<file path="src/hw/scp_pkg.sv">
// Constants and types shared by the serial port controller
package scp_pkg;

	// ---------------------------------------------
	// Register offsets and reset values
	// ---------------------------------------------
	localparam logic [7:0] MODE_REG_OFFSET = 8'h04;
	localparam logic [7:0] CSR_BASE_OFFSET = 8'h30;
	localparam logic [15:0] SHIFT_RESET = 16'h0000;
	localparam logic [4:0] BASE_WORD_LEN = 5'h08;

	// ---------------------------------------------
	// Timing
	// ---------------------------------------------
	localparam logic [7:0] MIN_GAP_CYCLES = 8'h06;

	// ---------------------------------------------
	// Types
	// ---------------------------------------------
	typedef struct packed {
		logic [7:0] interSelectDelay;
		logic [3:0] pcs;
		logic modeFaultDisable;
		logic variableSelect;
		logic master;
	} scp_mode_t;

	typedef struct packed {
		logic [7:0] divider;
		logic [3:0] extraBits;
		logic holdSelectAfterWord;
		logic forceReleaseAfterWord;
		logic clockPhaseInverted;
		logic clockPolarity;
	} scp_csr_t;

	typedef struct packed {
		logic enabled;
		logic underrunFlag;
		logic overrunFlag;
		logic modeFaultFlag;
		logic rxRegFullFlag;
		logic txRegEmptyFlag;
	} scp_status_t;

	typedef struct packed {
		logic protectViolationFlag;
		logic [7:0] violationSource;
	} scp_wp_status_t;

	typedef enum logic [2:0] {
		MS_IDLE = 3'b001,
		MS_GAP = 3'b010,
		MS_SHIFT = 3'b100
	} scp_mstate_t;

endpackage

</file>
<file path="src/hw/scp_core.sv">
// Serial port controller: master select handling, mode fault, slave shifting, write protection
`timescale 1ns/10ps
module scp_core
	import scp_pkg::*;
(
	// Clock and reset
	input wire logic clock,
	input wire logic sys_rst,
	// Host commands
	input wire logic enableCommand,
	input wire logic disableCommand,
	input wire logic finalWordRelease,
	input wire logic txWrite,
	input wire logic [15:0] txData,
	input wire logic [3:0] txPcs,
	input wire logic rxRead,
	input wire logic statusRead,
	input wire logic wpStatusRead,
	// Configuration writes
	input wire logic modeWrite,
	input wire scp_mode_t modeData,
	input wire logic csrWrite,
	input wire logic [1:0] csrIndex,
	input wire scp_csr_t csrData,
	input wire logic wpModeWrite,
	input wire logic writeProtectOn,
	// Host view
	output scp_status_t status,
	output logic [15:0] receiveDataReg,
	output scp_wp_status_t wpStatus,
	// Serial pins
	input wire logic serialClockIn,
	output logic serialClockOut,
	output logic serialClockOeN,
	input wire logic mosiIn,
	output logic mosiOut,
	output logic mosiOeN,
	input wire logic misoIn,
	output logic misoOut,
	output logic misoOeN,
	input wire logic slaveSelectIn,
	output logic [3:0] selectOut,
	output logic selectOeN
);

	// ---------------------------------------------
	// Helpers
	// ---------------------------------------------
	function automatic logic [1:0] csIndexOf(input logic [3:0] pcs);
		csIndexOf = !pcs[0] ? 2'd0 : !pcs[1] ? 2'd1 : !pcs[2] ? 2'd2 : 2'd3;
	endfunction

	function automatic logic topBit(input logic [15:0] w, input logic [4:0] n);
		topBit = w[4'(n - 5'd1)];
	endfunction

	function automatic logic [4:0] lenOf(input scp_csr_t c);
		lenOf = BASE_WORD_LEN + {1'b0, c.extraBits};
	endfunction

	// ---------------------------------------------
	// Pin synchronisers
	// ---------------------------------------------
	logic [3:0] pinRaw;
	logic [3:0] syncA_q;
	logic [3:0] syncB_q;
	logic sckPrev_q;
	logic nssPrev_q;
	assign pinRaw = {serialClockIn, mosiIn, misoIn, slaveSelectIn};
	genvar gi;
	generate
		for (gi = 0; gi < 4; gi++)
		begin : g_sync
			always_ff @(posedge clock or posedge sys_rst)
			begin
				if (sys_rst)
				begin
					syncA_q[gi] <= 1'b1;
					syncB_q[gi] <= 1'b1;
				end
				else
				begin
					syncA_q[gi] <= pinRaw[gi];
					syncB_q[gi] <= syncA_q[gi];
				end
			end
		end
	endgenerate
	wire sckS = syncB_q[3];
	wire mosiS = syncB_q[2];
	wire misoS = syncB_q[1];
	wire nssS = syncB_q[0];

	// ---------------------------------------------
	// State
	// ---------------------------------------------
	scp_mode_t mode_q;
	scp_csr_t csr_q [4];
	logic wpOn_q, wpViol_q, enabled_q;
	logic [7:0] wpSrc_q;
	logic [15:0] tdr_q, sh_q, rxData_q;
	logic [3:0] tdrPcs_q;
	logic tdrLast_q, txFull_q, lastReq_q, hasTx_q, rxFull_q;
	logic modeFault_q, overrun_q, underrun_q, outBit_q, sckLvl_q;
	logic csActive_q, curLast_q;
	logic [1:0] csCur_q;
	logic [7:0] gapCnt_q, divCnt_q;
	logic [5:0] cnt_q;
	scp_mstate_t ms_q;
	logic [1:0] ownLow_q;

	// ---------------------------------------------
	// Decode
	// ---------------------------------------------
	wire isMaster = mode_q.master;
	wire [3:0] targetPcs = mode_q.variableSelect ? tdrPcs_q : mode_q.pcs;
	wire [1:0] targetIdx = csIndexOf(targetPcs);
	scp_csr_t tgtCfg, curCfg;
	assign tgtCfg = csr_q[targetIdx];
	assign curCfg = isMaster ? csr_q[csCur_q] : csr_q[0];
	wire [4:0] curLen = lenOf(curCfg);
	wire [4:0] len0 = lenOf(csr_q[0]);
	wire [7:0] gapLen = (mode_q.interSelectDelay <= MIN_GAP_CYCLES) ? MIN_GAP_CYCLES
		: mode_q.interSelectDelay;
	wire [7:0] divLen = (curCfg.divider == 8'h00) ? 8'h01 : curCfg.divider;
	wire cfgBlocked = (modeWrite || csrWrite) && wpOn_q;

	// Mode fault, ignoring our own drive of the first line and its two-cycle echo through the synchroniser
	wire ownLowNow = isMaster && enabled_q && csActive_q && csCur_q == 2'd0;
	wire faultEv = isMaster && enabled_q && !mode_q.modeFaultDisable && !nssS
		&& !ownLowNow && ownLow_q == 2'b00;

	// Master edges
	wire mTick = (ms_q == MS_SHIFT) && (divCnt_q == divLen - 8'h01);
	wire mLead = !cnt_q[0];
	wire mSample = mTick && (mLead == curCfg.clockPhaseInverted);
	wire mShift = mTick && (mLead != curCfg.clockPhaseInverted) && (cnt_q != 6'd0);
	wire mDone = mTick && (cnt_q == {curLen, 1'b0} - 6'd1);
	wire mSameCs = csActive_q && csCur_q == targetIdx;
	wire mGo = enabled_q && isMaster && txFull_q;
	wire mLoad = (ms_q == MS_IDLE) && mGo && (mSameCs || !csActive_q);
	wire mSwitch = (ms_q == MS_IDLE) && mGo && csActive_q && !mSameCs;
	wire mHold = curCfg.holdSelectAfterWord && !curLast_q;
	wire mForce = !curCfg.holdSelectAfterWord && curCfg.forceReleaseAfterWord;
	wire mKeep = mHold || (!curLast_q && !mForce && txFull_q && mSameCs);
	wire mRelease = mSwitch || (mDone && !mKeep);

	// Slave edges, clock honoured only while selected
	wire sActive = !isMaster && enabled_q && !nssS;
	wire sRise = sckS && !sckPrev_q;
	wire sFall = !sckS && sckPrev_q;
	wire sLead = curCfg.clockPolarity ? sFall : sRise;
	wire sTrail = curCfg.clockPolarity ? sRise : sFall;
	wire sSample = sActive && (curCfg.clockPhaseInverted ? sLead : sTrail);
	wire sShift = sActive && (curCfg.clockPhaseInverted ? sTrail : sLead) && (cnt_q != 6'd0);
	wire sDone = sSample && (cnt_q == {1'b0, len0} - 6'd1);
	wire sNssFall = !isMaster && enabled_q && !nssS && nssPrev_q;
	wire sLoadPend = (sNssFall || sDone) && txFull_q;
	wire sUnder = sDone && !txFull_q && hasTx_q;
	wire sDirect = txWrite && !isMaster && !hasTx_q;

	// Shared shifter
	wire sampleNow = mSample || sSample;
	wire shiftNow = mShift || sShift;
	wire sampleBit = isMaster ? misoS : mosiS;
	wire [15:0] shifted = {sh_q[14:0], sampleBit};
	wire [15:0] rxNext = sampleNow ? shifted : sh_q;
	logic [15:0] rxWord;
	always_comb
	begin
		for (int i = 0; i < 16; i++)
			rxWord[i] = rxNext[i] && (5'(i) < curLen);
	end
	wire wordDone = mDone || sDone;
	wire loadTdr = mLoad || sLoadPend || sUnder;
	wire [4:0] ldLen = isMaster ? lenOf(tgtCfg) : len0;
	wire [15:0] sh_d = loadTdr ? tdr_q : sDirect ? txData : sampleNow ? shifted : sh_q;
	wire outBit_d = loadTdr ? topBit(tdr_q, ldLen)
		: sDirect ? topBit(txData, len0)
		: sDone ? topBit(rxNext, len0)
		: sNssFall ? topBit(sh_q, len0)
		: shiftNow ? topBit(sh_q, curLen) : outBit_q;
	wire [5:0] cnt_d = mLoad ? 6'd0 : mTick ? cnt_q + 6'd1
		: (!isMaster && nssS) ? 6'd0 : sDone ? 6'd0 : sSample ? cnt_q + 6'd1 : cnt_q;

	// ---------------------------------------------
	// Configuration and protection
	// ---------------------------------------------
	always_ff @(posedge clock or posedge sys_rst)
	begin
		if (sys_rst)
		begin
			mode_q <= '0;
			for (int i = 0; i < 4; i++)
				csr_q[i] <= '0;
			wpOn_q <= 1'b0;
			wpViol_q <= 1'b0;
			wpSrc_q <= 8'h00;
		end
		else
		begin
			if (modeWrite && !wpOn_q)
				mode_q <= modeData;
			if (csrWrite && !wpOn_q)
				csr_q[csrIndex] <= csrData;
			if (wpModeWrite)
				wpOn_q <= writeProtectOn;
			if (cfgBlocked)
			begin
				wpViol_q <= 1'b1;
				wpSrc_q <= modeWrite ? MODE_REG_OFFSET : CSR_BASE_OFFSET + {4'h0, csrIndex, 2'b00};
			end
			else if (wpStatusRead)
				wpViol_q <= 1'b0;
		end
	end

	// ---------------------------------------------
	// Transmit holding, flags, shifter
	// ---------------------------------------------
	always_ff @(posedge clock or posedge sys_rst)
	begin
		if (sys_rst)
		begin
			enabled_q <= 1'b0;
			tdr_q <= SHIFT_RESET;
			tdrPcs_q <= 4'hF;
			tdrLast_q <= 1'b0;
			txFull_q <= 1'b0;
			lastReq_q <= 1'b0;
			hasTx_q <= 1'b0;
			rxFull_q <= 1'b0;
			rxData_q <= SHIFT_RESET;
			modeFault_q <= 1'b0;
			overrun_q <= 1'b0;
			underrun_q <= 1'b0;
			sh_q <= SHIFT_RESET;
			outBit_q <= 1'b0;
			cnt_q <= 6'd0;
			sckPrev_q <= 1'b1;
			nssPrev_q <= 1'b1;
			ownLow_q <= 2'b00;
		end
		else
		begin
			sckPrev_q <= sckS;
			nssPrev_q <= nssS;
			ownLow_q <= {ownLow_q[0], ownLowNow};
			if (faultEv || disableCommand)
				enabled_q <= 1'b0;
			else if (enableCommand)
				enabled_q <= 1'b1;
			// A write consumes the armed release so it never leaks into the next word
			if (txWrite)
				lastReq_q <= 1'b0;
			else if (finalWordRelease)
				lastReq_q <= 1'b1;
			if (txWrite)
			begin
				tdr_q <= txData;
				tdrPcs_q <= txPcs;
				tdrLast_q <= lastReq_q || finalWordRelease;
				hasTx_q <= 1'b1;
			end
			txFull_q <= (txWrite && !sDirect) ? 1'b1 : loadTdr ? 1'b0 : txFull_q;
			sh_q <= sh_d;
			outBit_q <= outBit_d;
			cnt_q <= cnt_d;
			if (wordDone)
				rxData_q <= rxWord;
			rxFull_q <= wordDone ? 1'b1 : rxRead ? 1'b0 : rxFull_q;
			overrun_q <= (wordDone && rxFull_q && !rxRead) ? 1'b1 : statusRead ? 1'b0 : overrun_q;
			underrun_q <= sUnder ? 1'b1 : statusRead ? 1'b0 : underrun_q;
			modeFault_q <= faultEv ? 1'b1 : statusRead ? 1'b0 : modeFault_q;
		end
	end

	// ---------------------------------------------
	// Master select sequencer
	// ---------------------------------------------
	always_ff @(posedge clock or posedge sys_rst)
	begin
		if (sys_rst)
		begin
			ms_q <= MS_IDLE;
			csActive_q <= 1'b0;
			csCur_q <= 2'd0;
			curLast_q <= 1'b0;
			gapCnt_q <= 8'h00;
			divCnt_q <= 8'h00;
			sckLvl_q <= 1'b0;
		end
		else
		begin
			case (ms_q)
				MS_IDLE:
				begin
					if (mLoad)
					begin
						csActive_q <= 1'b1;
						csCur_q <= targetIdx;
						curLast_q <= tdrLast_q;
						divCnt_q <= 8'h00;
						sckLvl_q <= tgtCfg.clockPolarity;
						ms_q <= MS_SHIFT;
					end
					else if (mSwitch)
					begin
						csActive_q <= 1'b0;
						gapCnt_q <= 8'h00;
						ms_q <= MS_GAP;
					end
				end
				MS_SHIFT:
				begin
					divCnt_q <= mTick ? 8'h00 : divCnt_q + 8'h01;
					if (mTick)
						sckLvl_q <= !sckLvl_q;
					if (mDone && !mKeep)
					begin
						csActive_q <= 1'b0;
						gapCnt_q <= 8'h00;
						ms_q <= MS_GAP;
					end
					else if (mDone)
						ms_q <= MS_IDLE;
				end
				MS_GAP:
				begin
					gapCnt_q <= gapCnt_q + 8'h01;
					if (gapCnt_q >= gapLen - 8'h01)
						ms_q <= MS_IDLE;
				end
				default:
					ms_q <= MS_IDLE;
			endcase
		end
	end

	// ---------------------------------------------
	// Outputs
	// ---------------------------------------------
	wire mDrive = isMaster && enabled_q;
	assign serialClockOut = sckLvl_q;
	assign serialClockOeN = !mDrive;
	assign mosiOut = outBit_q;
	assign mosiOeN = !mDrive;
	assign misoOut = outBit_q;
	assign misoOeN = !sActive;
	assign selectOut = csActive_q ? ~(4'h1 << csCur_q) : 4'hF;
	assign selectOeN = !mDrive;
	assign receiveDataReg = rxData_q;
	assign status = '{enabled: enabled_q, underrunFlag: underrun_q, overrunFlag: overrun_q,
		modeFaultFlag: modeFault_q, rxRegFullFlag: rxFull_q, txRegEmptyFlag: !txFull_q};
	assign wpStatus = '{protectViolationFlag: wpViol_q, violationSource: wpSrc_q};
endmodule

</file>
<file path="config.mk">
export PLATFORM = sky130hd
export DESIGN_NAME = scp_core
export DESIGN_NICKNAME = d
export VERILOG_FILES = /design/src/hw/scp_pkg.sv /design/src/hw/scp_core.sv
export SDC_FILE = /design/constraint.sdc
export NUM_CORES = 1
export LEC_CHECK = 0
export ABC_AREA = 1
export BUFFER_PORTS_ARGS = -buffer_cell sky130_fd_sc_hd__buf_2
export CORE_ASPECT_RATIO = 2
export CORE_MARGIN = 2
export CORE_UTILIZATION = 30
export CTS_CLUSTER_SIZE = 14
export DETAILED_ROUTE_END_ITERATION = 12
export GPL_ROUTABILITY_DRIVEN = 0
export SYNTH_ARGS = -nofsm -noshare
export SYNTH_HDL_FRONTEND = slang
export SYNTH_SLANG_ARGS = --single-unit
</file>
<file path="constraint.sdc">
create_clock -name clock -period 6.7 [get_ports clock]
set_input_delay 1.005 -clock clock [delete_from_list [all_inputs] [get_ports clock]]
set_output_delay 1.005 -clock clock [all_outputs]
set_load 0.01 [all_outputs]
</file>
==> flow_summary.yaml <==
status:
  outcome: "completed"
clock_network:
  cts.sinks: 186
  cts_hold_buffers: 0
  clk_pin_slew_ns: 0.07
  cts_tree: "yes"
  cts.htree.levels: 4
  cts_resized: 0
  clockBufferDepth: 2
  root_buffer: "clkbuf_16"
  cts_setup_buffers: 0
  clk_latency_ns: 0.46
  cts_buffers: 17
global_route:
  overflow: 0
  grt_pass1_vias: 9141
  grt_pass1_wl_um: 48700
  grt_max_degree: 96
  antenna_found_initial: 0
  grt_usage_pct: 17.6
critical_path:
  critPathLaunchType: "flip-flop"
  r2r_start: "csCur_q[0]$_DFFE_PP0P_"
  slowest_delay_ns: 0.80
  worst_setup_path_end_kind: "flip-flop"
  path_class: "reg2reg"
  startpoint: "csCur_q[0]$_DFFE_PP0P_"
  arrival_ns: 5.17
  critical_path.endpoint: "misoOut$_DFFE_PP0P_"
  worstPathMaxFanout: 19
  path_depth: 27
  cpMostUsedCell: "nand2_1"
  rr_worst_depth: 27
  path_buf_inv: 2
  crit_slowest_cell: "dfrtp_1"
  timing.rr.end: "misoOut$_DFFE_PP0P_"
  crit_required_ns: 7.08
  reg2reg_slack_ns: 1.91
  critPathTopFamily: "simple AND/OR/NAND/NOR gates"
sta:
  maxSlewHeadroom_pct: 21.4
  fin_crit_ns: 4.79
  fmax_ghz: 0.209
  tightestPinTransition_ns: 1.18
  period_share_pct: 71.4
  finalClockSkew_ns: 0.0139
  report.final.setup_viol: 0
  finalSetupTns_ns: 0
  drv_slew: 0
  hold_viol_final: 0
  rsz0062_at_grt: "false"
power_and_ir_drop:
  power.density_cell_area_mw_per_mm2: 383
  ir_worst_vdd_mv: 0.172
  finalPower_mw: 4.48
  leakagePower_nw: 5.59
die:
  initial_core_util_pct: 30.2
  fp-row-count: 96
  die_h_um: 266
  io_pins: 112
  core_area_mm2: 0.0341
  die_w_um: 135
  die_area_mm2: 0.0359
logic_synthesis:
  syn_inst: 1279
  netlist.area_leader.share_pct: 41.8
  synthFlopType: "dfrtp_1"
  yosys.cell_types.count: 61
  async_flop_share_pct: 100
  ys_warn_count: 0
  avgSynthCellArea_um2: 8.05
  synth_area_leaders: "dfrtp_1 (42%), nand2_1 (9.4%), o21ai_0 (7.6%), nand3_1 (6.0%), inv_1 (4.6%)"
  syn_area_mm2: 0.0103
  synth_area_leader_cell: "dfrtp_1"
  synth_edf_count: 0
  ys_seq_area_share_pct: 45.4
  synth-seq-cells: 186
run:
  drv_cap: 0
drt:
  drcViolationCount: 0
  viasPerCell: 5.05
  drtIter0Drc: 659
  routedWlPerCell_um: 17.1
  detail-route-antenna-nets: 0
  drtPass1Iterations: 6
  num_vias: 9102
  routed_wl_um: 30800
cells_and_area:
  drive_gt1_share_pct: 15.5
  final_nets: 1436
  diodes: 0
  area_growth_pct: 13.6
min_path:
  min_path_type: "reg2reg"
  hold_depth: 0
place:
  hpwlAfterDp_um: 23500
  port_buffers: 105
cell families (layout without fill, tap and decap cells):
| family | count (synthesis) | count (layout) | share of synthesized area, % |
|---|---|---|---|
| xor gates and xnor gates | 38 | 38 | 3.23 |
| muxes | 12 | 12 | 1.30 |
| adders and majority gates | 17 | 17 | 2.07 |
| DFF | 186 | 186 | 45.4 |
| other | 1 | 4 | 0.0364 |
| AOI/OAI and AO/OA | 311 | 311 | 17.5 |
| buffers and inverters | 210 | 290 | 8.82 |
| and+or+nand+nor | 504 | 504 | 21.7 |
power breakdown:
part	switching [mW]	internal, mW	total [mW]
Combinational	1.19	0.653	1.85
Clock	0.453	0.571	1.02
Sequential	0.249	1.36	1.61
metal layers:
layer	up-vias	track usage (%)	part of all wire (%)
met2	294	33.3	55
met3	105	2.95	3.9
li1	4401	-	-
met1	4302	17.0	35
met5	-	0	0
met4	0	11.9	6.6
cells in the mapped netlist, types with 5 or more instances:
cell type,number
inv_1,126
xnor2_1,9
dfrtp_1,172
o211ai_1,17
dfstp_2,14
nand2_2,5
o31ai_1,6
nand2_1,259
a31oi_1,13
nor2_1,70
o22ai_1,21
inv_2,10
clkbuf_1,36
a22oi_1,8
o21ai_0,157
ha_1,17
xor2_1,29
o21a_1,7
buf_2,8
o21ai_1,18
nor3_1,14
nand3_1,123
a21oi_1,42
and2_1,5
mux2_2,11
nand4_1,5
buf_4,16
buf_6,6
metrics by stage:
step	utilization, %	instances	instance area (um2)	setup WS [ns]	hold slack [ns]
after floorplan	-	1282	10300	0.661	0.345
after global placement	32.6	1771	11100	1.98	0.347
after detailed placement	32.6	1771	11100	1.92	0.347
after CTS	34.3	1803	11700	1.92	0.349
after global routing	34.3	1803	11700	1.44	0.354
final	34.3	1803	11700	1.91	0.343
state kept, by name, indices dropped and copies added (netlist names), 2 cells and up:
register / cells
tdrPcs_q: 3
wpSrc_q: 3
receiveDataReg: 16
ownLow_q: 2
sh_q: 16
csr_q: 64
divCnt_q: 8
mode_q: 13
gapCnt_q: 8
tdr_q: 16
ms_q: 3
cnt_q: 6
csCur_q: 2
syncA_q: 4
worst min-delay path by stage:
| stage | startpoint | to | slack (ns) |
|---|---|---|---|
| detailed placement | syncA_q[0]$_DFF_PP1_ | nssS$_DFF_PP1_ | 0.35 |
| finish | syncA_q[3]$_DFF_PP1_ | sckS$_DFF_PP1_ | 0.34 |
| global route | syncA_q[3]$_DFF_PP1_ | sckS$_DFF_PP1_ | 0.35 |
| CTS | syncA_q[3]$_DFF_PP1_ | sckS$_DFF_PP1_ | 0.35 |
| global placement | syncA_q[3]$_DFF_PP1_ | sckS$_DFF_PP1_ | 0.35 |
| floorplan | syncA_q[1]$_DFF_PP1_ | misoS$_DFF_PP1_ | 0.35 |
cells in the final DEF (no fill, tap or decap), drive strengths merged, types with 2 or more instances in the layout:
cell type and n:
nand2 266, clkinvlp 2, bufinv 2, nor4 3
nor2 77, o21a 7, o21ai 175, a31oi 13
dfstp 14, dfrtp 172, xor2 29, a21boi 5
a22o 2, mux2 11, nand3b 2, clkbuf 22
nor3 15, a21oi 43, xnor2 9, nand3 124
or2 2, buf 115, a22oi 10, nand4 8
inv 139, o221ai 4, ha 17, conb 4
o211ai 17, o32ai 2, clkinv 10, o22ai 21
o31ai 7, and2 5
layout make-up:
class                   instances  area (um2)
fillers                      3627       22400
well taps                     441         552
flip-flops and latches        186        4670
clock buffers                  22         464
repair buffers                115         613
inverters                     143         549
multi-input cells             886        4730
clock inverters                10         120
No activity file was read; power rests on OpenSTA's default activity.
